**src/rtl/eps_pkg.sv**
```systemverilog
// Shared constants for the e-paper serial host port
package eps_pkg;
    localparam int BYTE_W = 8;
    localparam int BITS_4W = 8;
    localparam int BITS_3W = 9;
    localparam logic [7:0] CMD_DATA_START = 8'h10;
    localparam logic [7:0] CMD_REFRESH = 8'h12;
    localparam logic BUSY_N_RESET = 1'b1;
    localparam int REFRESH_CYCLES_DEFAULT = 1000;
    localparam logic [15:0] RAM_ADDR_RESET = 16'h0000;
endpackage

```
**src/rtl/eps_buffer.sv**
```systemverilog
// Two-entry valid/ready buffer carrying qualified bytes
`timescale 1ns/100ps
module eps_buffer #(
    parameter int WIDTH = 9
) (
    input wire logic sys_clk,
    input wire logic rst,
    input wire logic inValid,
    output logic inReady,
    input wire logic [WIDTH-1:0] inData,
    output logic outValid,
    input wire logic outReady,
    output logic [WIDTH-1:0] outData
);
    logic [WIDTH-1:0] slot0_reg;
    logic [WIDTH-1:0] slot1_reg;
    logic [1:0] count_reg;
    logic push;
    logic pop;

    // Handshake terms; ready comes from the count so full is honest
    assign inReady = (count_reg != 2'd2);
    assign outValid = (count_reg != 2'd0);
    assign outData = slot0_reg;
    assign push = inValid && inReady;
    assign pop = outValid && outReady;

    // Storage: slot0 is always the head
    always_ff @(posedge sys_clk or posedge rst)
    begin
        if (rst)
        begin
            slot0_reg <= '0;
            slot1_reg <= '0;
            count_reg <= 2'd0;
        end
        else
        begin
            if (pop)
            begin
                slot0_reg <= slot1_reg;
            end
            if (push)
            begin
                if (count_reg == 2'd0 || (count_reg == 2'd1 && pop))
                begin
                    slot0_reg <= inData;
                end
                else
                begin
                    slot1_reg <= inData;
                end
            end
            count_reg <= count_reg + {1'b0, push} - {1'b0, pop};
        end
    end
endmodule

```
**src/rtl/eps_serial_port.sv**
```systemverilog
// Write-only serial host port: shifter, byte routing, RAM write and refresh busy
//
// Function
// - Strap high selects four-wire format; low selects three-wire nine-bit format.
// - Four-wire: chip select low; select pin low means command, high means data.
// - Data input is sampled on each serial clock rising edge while selected.
// - Bytes arrive most significant bit first, shifted from bit 7 to bit 0.
// - A completed byte goes to display RAM or command register per its qualifier.
// - Write only: no read path, data line never driven back.
// - Three-wire: nine bits per transfer, qualifier flag then bits 7 to 0.
// - Three-wire: flag 1 routes byte to RAM, flag 0 to command register.
// - Three-wire: select pin is ignored; qualifier comes only from the stream.
// - After data start command, data bytes fill RAM until another command.
// - Refresh command drives busy low until refresh completes, then high.
`timescale 1ns/100ps
module eps_serial_port #(
    parameter int REFRESH_CYCLES = eps_pkg::REFRESH_CYCLES_DEFAULT,
    parameter int ADDR_W = 16
) (
    input wire logic sys_clk,
    input wire logic rst,
    input wire logic interfaceSelectStrap,
    input wire logic serialClk,
    input wire logic serialDataIn,
    input wire logic chipSelectN,
    input wire logic dataCmdSel,
    input wire logic sinkReady,
    output logic cmdValid,
    output logic [7:0] cmdByte,
    output logic ramWrite,
    output logic [ADDR_W-1:0] ramAddr,
    output logic [7:0] ramData,
    output logic busyN,
    output logic fourWireMode,
    output logic dataDropped
);
    // ------------------------------------------------------------
    // Pin synchronisers
    // ------------------------------------------------------------
    logic [1:0] sclkSync_reg;
    logic [1:0] sdiSync_reg;
    logic [1:0] csSync_reg;
    logic [1:0] dcSync_reg;
    logic [1:0] strapSync_reg;
    logic sclkLast_reg;

    // Two stages on every pin; only the second stage is used downstream
    always_ff @(posedge sys_clk or posedge rst)
    begin
        if (rst)
        begin
            sclkSync_reg <= 2'b00;
            sdiSync_reg <= 2'b00;
            csSync_reg <= 2'b11;
            dcSync_reg <= 2'b00;
            strapSync_reg <= 2'b00;
            sclkLast_reg <= 1'b0;
        end
        else
        begin
            sclkSync_reg <= {sclkSync_reg[0], serialClk};
            sdiSync_reg <= {sdiSync_reg[0], serialDataIn};
            csSync_reg <= {csSync_reg[0], chipSelectN};
            dcSync_reg <= {dcSync_reg[0], dataCmdSel};
            strapSync_reg <= {strapSync_reg[0], interfaceSelectStrap};
            sclkLast_reg <= sclkSync_reg[1];
        end
    end

    logic sclkRise;
    logic selected;
    // Select and clock edge come from the second stages only
    assign selected = ~csSync_reg[1];
    assign sclkRise = sclkSync_reg[1] & ~sclkLast_reg;

    // ------------------------------------------------------------
    // Format select
    // ------------------------------------------------------------
    logic [1:0] strapWarm_reg;
    logic strapDone_reg;
    logic fourWire_reg;

    // Warm-up marks when the strap synchroniser holds a pin sample, not its reset value
    always_ff @(posedge sys_clk or posedge rst)
    begin
        if (rst)
        begin
            strapWarm_reg <= 2'b00;
        end
        else
        begin
            strapWarm_reg <= {strapWarm_reg[0], 1'b1};
        end
    end

    // Strap caught once after warm-up; a later strap change is ignored until the next reset
    always_ff @(posedge sys_clk or posedge rst)
    begin
        if (rst)
        begin
            strapDone_reg <= 1'b0;
            fourWire_reg <= 1'b0;
        end
        else if (!strapDone_reg && strapWarm_reg[1])
        begin
            strapDone_reg <= 1'b1;
            fourWire_reg <= strapSync_reg[1];
        end
    end

    // Captured format is visible to the system side
    assign fourWireMode = fourWire_reg;

    // ------------------------------------------------------------
    // Shift register and bit counter
    // ------------------------------------------------------------
    logic [8:0] shift_reg;
    logic [3:0] bitCount_reg;
    logic byteDone;
    logic [3:0] lastBit;
    logic [8:0] shiftNext;

    // Frame length follows the captured format
    assign lastBit = fourWire_reg ? 4'(eps_pkg::BITS_4W - 1) : 4'(eps_pkg::BITS_3W - 1);
    assign shiftNext = {shift_reg[7:0], sdiSync_reg[1]};
    assign byteDone = selected && sclkRise && (bitCount_reg == lastBit) && strapDone_reg;

    // Sample on rising serial clock while selected; deselect clears the count
    always_ff @(posedge sys_clk or posedge rst)
    begin
        if (rst)
        begin
            shift_reg <= 9'h000;
            bitCount_reg <= 4'h0;
        end
        else if (!selected)
        begin
            bitCount_reg <= 4'h0;
        end
        else if (sclkRise && strapDone_reg)
        begin
            shift_reg <= shiftNext;
            if (bitCount_reg == lastBit)
            begin
                bitCount_reg <= 4'h0;
            end
            else
            begin
                bitCount_reg <= bitCount_reg + 4'h1;
            end
        end
    end

    // ------------------------------------------------------------
    // Qualified byte into buffer
    // ------------------------------------------------------------
    logic isData;
    logic [8:0] wordIn;
    logic bufInReady;
    logic bufOutValid;
    logic bufOutReady;
    logic [8:0] bufOutData;

    // Four-wire uses the pin, three-wire the leading flag; pin ignored then
    assign isData = fourWire_reg ? dcSync_reg[1] : shiftNext[8];
    assign wordIn = {isData, shiftNext[7:0]};

    eps_buffer #(
        .WIDTH(9)
    ) uBuffer (
        .sys_clk(sys_clk),
        .rst(rst),
        .inValid(byteDone),
        .inReady(bufInReady),
        .inData(wordIn),
        .outValid(bufOutValid),
        .outReady(bufOutReady),
        .outData(bufOutData)
    );

    // Serial host cannot be stalled; an overrun is flagged sticky until reset
    always_ff @(posedge sys_clk or posedge rst)
    begin
        if (rst)
        begin
            dataDropped <= 1'b0;
        end
        else if (byteDone && !bufInReady)
        begin
            dataDropped <= 1'b1;
        end
    end

    // ------------------------------------------------------------
    // Byte dispatch
    // ------------------------------------------------------------
    logic ramOpen_reg;
    logic [ADDR_W-1:0] addr_reg;
    logic popWord;
    logic popCmd;
    logic popData;

    // Outputs are registered; data drains only when the sink is ready
    assign bufOutReady = sinkReady;
    assign popWord = bufOutValid && bufOutReady;
    assign popCmd = popWord && !bufOutData[8];
    assign popData = popWord && bufOutData[8];

    // Command register: one-cycle strobe, byte held until the next command
    always_ff @(posedge sys_clk or posedge rst)
    begin
        if (rst)
        begin
            cmdValid <= 1'b0;
            cmdByte <= 8'h00;
        end
        else
        begin
            cmdValid <= popCmd;
            if (popCmd)
            begin
                cmdByte <= bufOutData[7:0];
            end
        end
    end

    // Any command ends a RAM stream; only data start opens a new one
    always_ff @(posedge sys_clk or posedge rst)
    begin
        if (rst)
        begin
            ramOpen_reg <= 1'b0;
        end
        else if (popCmd)
        begin
            ramOpen_reg <= (bufOutData[7:0] == eps_pkg::CMD_DATA_START);
        end
    end

    // Address restarts at every command, so each stream fills from the base
    always_ff @(posedge sys_clk or posedge rst)
    begin
        if (rst)
        begin
            addr_reg <= eps_pkg::RAM_ADDR_RESET[ADDR_W-1:0];
        end
        else if (popCmd)
        begin
            addr_reg <= eps_pkg::RAM_ADDR_RESET[ADDR_W-1:0];
        end
        else if (popData && ramOpen_reg)
        begin
            addr_reg <= addr_reg + {{(ADDR_W-1){1'b0}}, 1'b1}; // Wraps at the top
        end
    end

    // RAM write port; data outside an open stream is dropped without a trace
    always_ff @(posedge sys_clk or posedge rst)
    begin
        if (rst)
        begin
            ramWrite <= 1'b0;
            ramAddr <= eps_pkg::RAM_ADDR_RESET[ADDR_W-1:0];
            ramData <= 8'h00;
        end
        else
        begin
            ramWrite <= popData && ramOpen_reg;
            if (popData && ramOpen_reg)
            begin
                ramAddr <= addr_reg;
                ramData <= bufOutData[7:0];
            end
        end
    end

    // ------------------------------------------------------------
    // Refresh busy
    // ------------------------------------------------------------
    logic [31:0] refreshCount_reg;

    // Busy low for a fixed refresh time; stands in for the panel waveform engine
    always_ff @(posedge sys_clk or posedge rst)
    begin
        if (rst)
        begin
            busyN <= eps_pkg::BUSY_N_RESET;
            refreshCount_reg <= 32'h0000_0000;
        end
        else if (popCmd
            && bufOutData[7:0] == eps_pkg::CMD_REFRESH)
        begin
            busyN <= 1'b0;
            refreshCount_reg <= 32'(REFRESH_CYCLES);
        end
        else if (!busyN)
        begin
            if (refreshCount_reg <= 32'h0000_0001)
            begin
                busyN <= 1'b1;
            end
            refreshCount_reg <= refreshCount_reg - 32'h0000_0001;
        end
    end

    // No serial output port exists at all, so nothing can drive back.
endmodule

```
**config.mk**
```make
export PLATFORM = sky130hd
export DESIGN_NAME = eps_serial_port
export DESIGN_NICKNAME = d
export VERILOG_FILES = /design/src/rtl/eps_pkg.sv /design/src/rtl/eps_buffer.sv /design/src/rtl/eps_serial_port.sv
export SDC_FILE = /design/constraint.sdc
export NUM_CORES = 1
export LEC_CHECK = 0
export BUFFER_PORTS_ARGS = -buffer_cell sky130_fd_sc_hd__buf_2
export CORE_MARGIN = 4
export CORE_UTILIZATION = 55
export CTS_BUF_LIST = sky130_fd_sc_hd__clkbuf_16
export DETAILED_ROUTE_END_ITERATION = 7
export MAX_ROUTING_LAYER = met4
export PLACE_DENSITY_LB_ADDON = 0.2
export SETUP_SLACK_MARGIN = 0.3
export SYNTH_ARGS = -nofsm -noshare
export SYNTH_HDL_FRONTEND = slang
export SYNTH_SLANG_ARGS = --single-unit
export TNS_END_PERCENT = 30
```
**constraint.sdc**
```tcl
create_clock -name sys_clk -period 10.9 [get_ports sys_clk]
set_input_delay 1.09 -clock sys_clk [delete_from_list [all_inputs] [get_ports sys_clk]]
set_output_delay 1.09 -clock sys_clk [all_outputs]
set_load 0.05 [all_outputs]
```
==> flow_metrics.py <==
metrics = {
    "critical_path": {
        "max_stage_delay_ps": 790,
        "critical-path-slowest-cell": "or4b_1",
        "arrival_ps": 3110,
        "cp_cell_sequence": "nor4_1 -> nand3_1 -> or4b_1 -> or4_1 -> a21oi_1",
        "timing.critical_path.fanout_max": 13,
        "worstSetupPathType": "reg -> reg",
        "critical_path.endpoint_type": "register",
        "worst_setup_path_start_kind": "register",
        "critPathRequiredTime_ps": 11230,
        "critical_path.top_delay_family": "simple AND/OR/NAND/NOR gates",
        "path_buf_inv": 0,
    },
    "yosys": {
        "netlist_area_mm2": 0.005549,
        "synthMuxAreaShare_pct": 7.080,
        "synth-adder-area-share_pct": 1.353,
        "yosys_most_used_dff": "dfrtp_1",
        "postSynthRegisterBits": 132,
        "synth_compound_area_share_pct": 4.622,
        "synth-simple-area-share_pct": 19.14,
        "synth_fp_nets": 529,
        "yosysTopAreaCellShare_pct": 58.17,
        "seq_area_frac_synth_pct": 59.59,
        "netlist_instances": 515,
        "ys_warn_count": 0,
        "post_synthesis_xor_xnor_area_fraction_pct": 5.998,
        "synth_cell_types": 43,
        "synth_edf_count": 0,
        "synth_area_leaders": "dfrtp_1, nand2_1, mux2_2, xnor2_1, nor2_1",
        "post_synth.cell_area_avg_um2": 10.77,
        "dominant_combinational_cell_family_by_area_after_synthesis": "simple AND/OR/NAND/NOR gates",
        "synth_top_cell_by_area": "dfrtp_1",
        "ys_async_sr_fraction_pct": 100.0,
    },
    "layout": {
        "drive_above_1_share_pct": 20.14,
        "diodes": 0,
        "largest_register_ffs": 32,
        "finish.net_count": 577,
        "finalNonFillerCells": 709,
        "final_cell_area_mm2": 0.006450,
        "area_growth_syn_to_layout_pct": 16.23,
    },
    "detailed_routing": {
        "vias": 3790,
        "detail_route.vias_per_cell": 5.346,
        "drtIter0Drc": 208,
        "drt_pass1_iterations": 4,
        "avgRoutedWirePerCell_um": 14.75,
        "final_antenna_net_count": 0,
        "drt_wl_total_um": 10460,
        "drc_errors": 0,
    },
    "placement": {
        "dp_hpwl_um": 6718,
        "post-place-cells": 677,
        "post_dp_cell_area_mm2": 0.005907,
        "port_buffers": 44,
        "gp_congestion": 0.8146,
    },
    "power_and_ir_drop": {
        "net-switching-power_mw": 0.2769,
        "max_ir_drop_vdd_uv": 141.0,
        "sequentialPowerShare_pct": 47.3,
        "power.leakage_nw": 2.998,
        "pwr-share-comb_pct": 6.9,
        "fin_total_pwr_mw": 1.131,
        "pwr_density_cell_mw_per_mm2": 175.3,
        "internal_power_mw": 0.8538,
        "power.share.switching_pct": 24.49,
        "clock_power_share_pct": 45.8,
    },
    "timing": {
        "setup-violations-final": 0,
        "final.setup_skew_ps": 10.67,
        "slew_viol_final": 0,
        "max_freq_ghz": 0.3596,
        "period_share_pct": 25.51,
        "grt_setup_unrepaired": "false",
        "worst_slew_margin_rel_pct": 31.38,
        "fin_setup_tns_ps": 0,
        "fin_crit_ps": 2781,
        "hold_viol": 0,
        "tightestPinTransition_ps": 1029,
    },
    "min_path": {
        "hold_wc_path_type": "reg -> reg",
    },
    "clock_tree": {
        "clock_tree.root_cell": "clkbuf_16",
        "post_cts.resized_instances": 0,
        "total_clock_buffers_created_by_cts": 17,
        "clk_pin_slew_ps": 60,
        "cts_htree_levels": 4,
        "tritoncts_clock_tree": "yes",
        "cts_hold_repair.buffers": 0,
        "clk-insertion-delay-late_ps": 420,
        "clock_path_buffers": 2,
        "clkSinkCount": 132,
        "cts_post_setup_buffers_inserted": 0,
    },
    "floorplanning": {
        "io-pin-count": 45,
        "core_area_mm2": 0.009819,
        "floorplan.initialDensity_pct": 56.51,
        "design.die.area_mm2": 0.01176,
        "die_height_um": 108.4,
        "placement_rows": 36,
        "die_extent_in_x_um": 108.4,
    },
    "global_route": {
        "grt_max_degree": 85,
        "gr-usage-all-layers_pct": 20.66,
        "grt_pass1_wl_um": 18240,
        "grt_overflow": 0,
        "first_global_vias": 3800,
        "initial_antenna_violation_count": 0,
    },
    "outcome": {
        "outcome": "completed",
    },
    "job": {
        "max_cap_viols": 0,
    },
}
[cells in the mapped netlist, types with 2 or more instances]
cell,number
nor4b_1,3
and3_1,2
buf_2,2
nor3_1,12
dfstp_2,3
o21ai_0,12
or2_2,3
o31ai_1,2
nor2b_1,4
nand2_1,93
or4_1,10
nand3_1,11
mux2i_1,10
o211ai_1,2
inv_1,10
xor2_1,12
buf_1,2
nor4_1,11
or3_1,8
a21oi_1,19
xnor2_1,26
nor2_1,57
nand4_1,3
nand2b_1,4
ha_1,6
a22o_1,3
mux2_2,26
dfrtp_1,129
clkbuf_1,16
[logic make-up after synthesis]
family                     Yosys count
AOI/OAI and AO/OA                   44
xor gates and xnor gates            38
adders and majority gates            6
buffers and inverters               31
DFF                                132
muxes                               36
other                                1
and+or+nand+nor                    227
[worst reg2reg max path, delay by kind of cell (launching register included)]
family           cells  cell delay, ps
flip-flops           1             410
AO/OA/AOI/OAI        1             150
AND/OR/NAND/NOR      4            2130
[metal layers]
metal	up-vias	GRT usage, %	routed length [um]
li1	1843	-	-
met1	1869	27.42	4997
met2	69	30.32	4866
met3	9	6.269	462
met4	0	7.394	130
met5	-	-	0
[placed cells by master (no fill, tap or decap), drive strengths merged, types with 6 or more instances in the layout]
| cell type | n |
|---|---|
| mux2 | 26 |
| nor2 | 57 |
| inv | 15 |
| nand2 | 93 |
| or4 | 10 |
| or3 | 9 |
| clkinv | 7 |
| xnor2 | 26 |
| mux2i | 10 |
| nor3 | 13 |
| buf | 49 |
| a21oi | 19 |
| o21ai | 13 |
| ha | 6 |
| xor2 | 12 |
| clkbuf | 17 |
| dfrtp | 129 |
| nand3 | 11 |
| nor4 | 11 |
[through the flow]
stage / hold slack (ps) / util [%] / worst slack (ps)
6_report: 346.5 / 65.69 / 8119
5_1_grt: 357.0 / 65.69 / 7930
4_1_cts: 347.8 / 65.69 / 8126
3_5_place_dp: 334.7 / 60.16 / 7746
3_3_place_gp: 333.2 / 60.16 / 7839
2_1_floorplan: 331.2 / - / 6289
[layout make-up]
class	instances	area, um^2
Clock buffer	17	425.4
Clock inverter	15	117.6
Fill cell	801	3369
Inverter	11	43.79
Multi-Input combinational cell	352	2132
Sequential cell	132	3307
Tap cell	133	166.4
Timing Repair Buffer	49	257.7
[power by group through the flow]
stage | Clock (mW) | Sequential [mW] | Combinational (mW)
3_3_place_gp | 0 | 0.543 | 0.0762
5_1_grt | 0.554 | 0.538 | 0.0888
6_report | 0.518 | 0.535 | 0.0775
3_5_place_dp | 0 | 0.543 | 0.0789
4_1_cts | 0.527 | 0.535 | 0.0793
2_1_floorplan | 0 | 0.539 | 0.0591
[worst paths after layout]
| kind | from | end | slack [ps] | cells past startpoint |
|---|---|---|---|---|
| max reg2reg | refreshCount_reg[10]$_DFFE_PP0P_ | refreshCount_reg[29]$_DFFE_PP0P_ | 8120 | 5 |
| max | refreshCount_reg[10]$_DFFE_PP0P_ | refreshCount_reg[29]$_DFFE_PP0P_ | 8120 | 5 |
| max in group asynchronous | rst | ramData[6]$_DFFE_PP0P_ | 8690 | 3 |
| min in group asynchronous | rst | refreshCount_reg[2]$_DFFE_PP0P_ | 750 | 2 |
| min reg2reg | sclkSync_reg[0]$_DFF_PP0_ | sclkSync_reg[1]$_DFF_PP0_ | 350 | 0 |
| min | sclkSync_reg[0]$_DFF_PP0_ | sclkSync_reg[1]$_DFF_PP0_ | 350 | 0 |
Note: power is estimated with default switching activity, not from simulation.
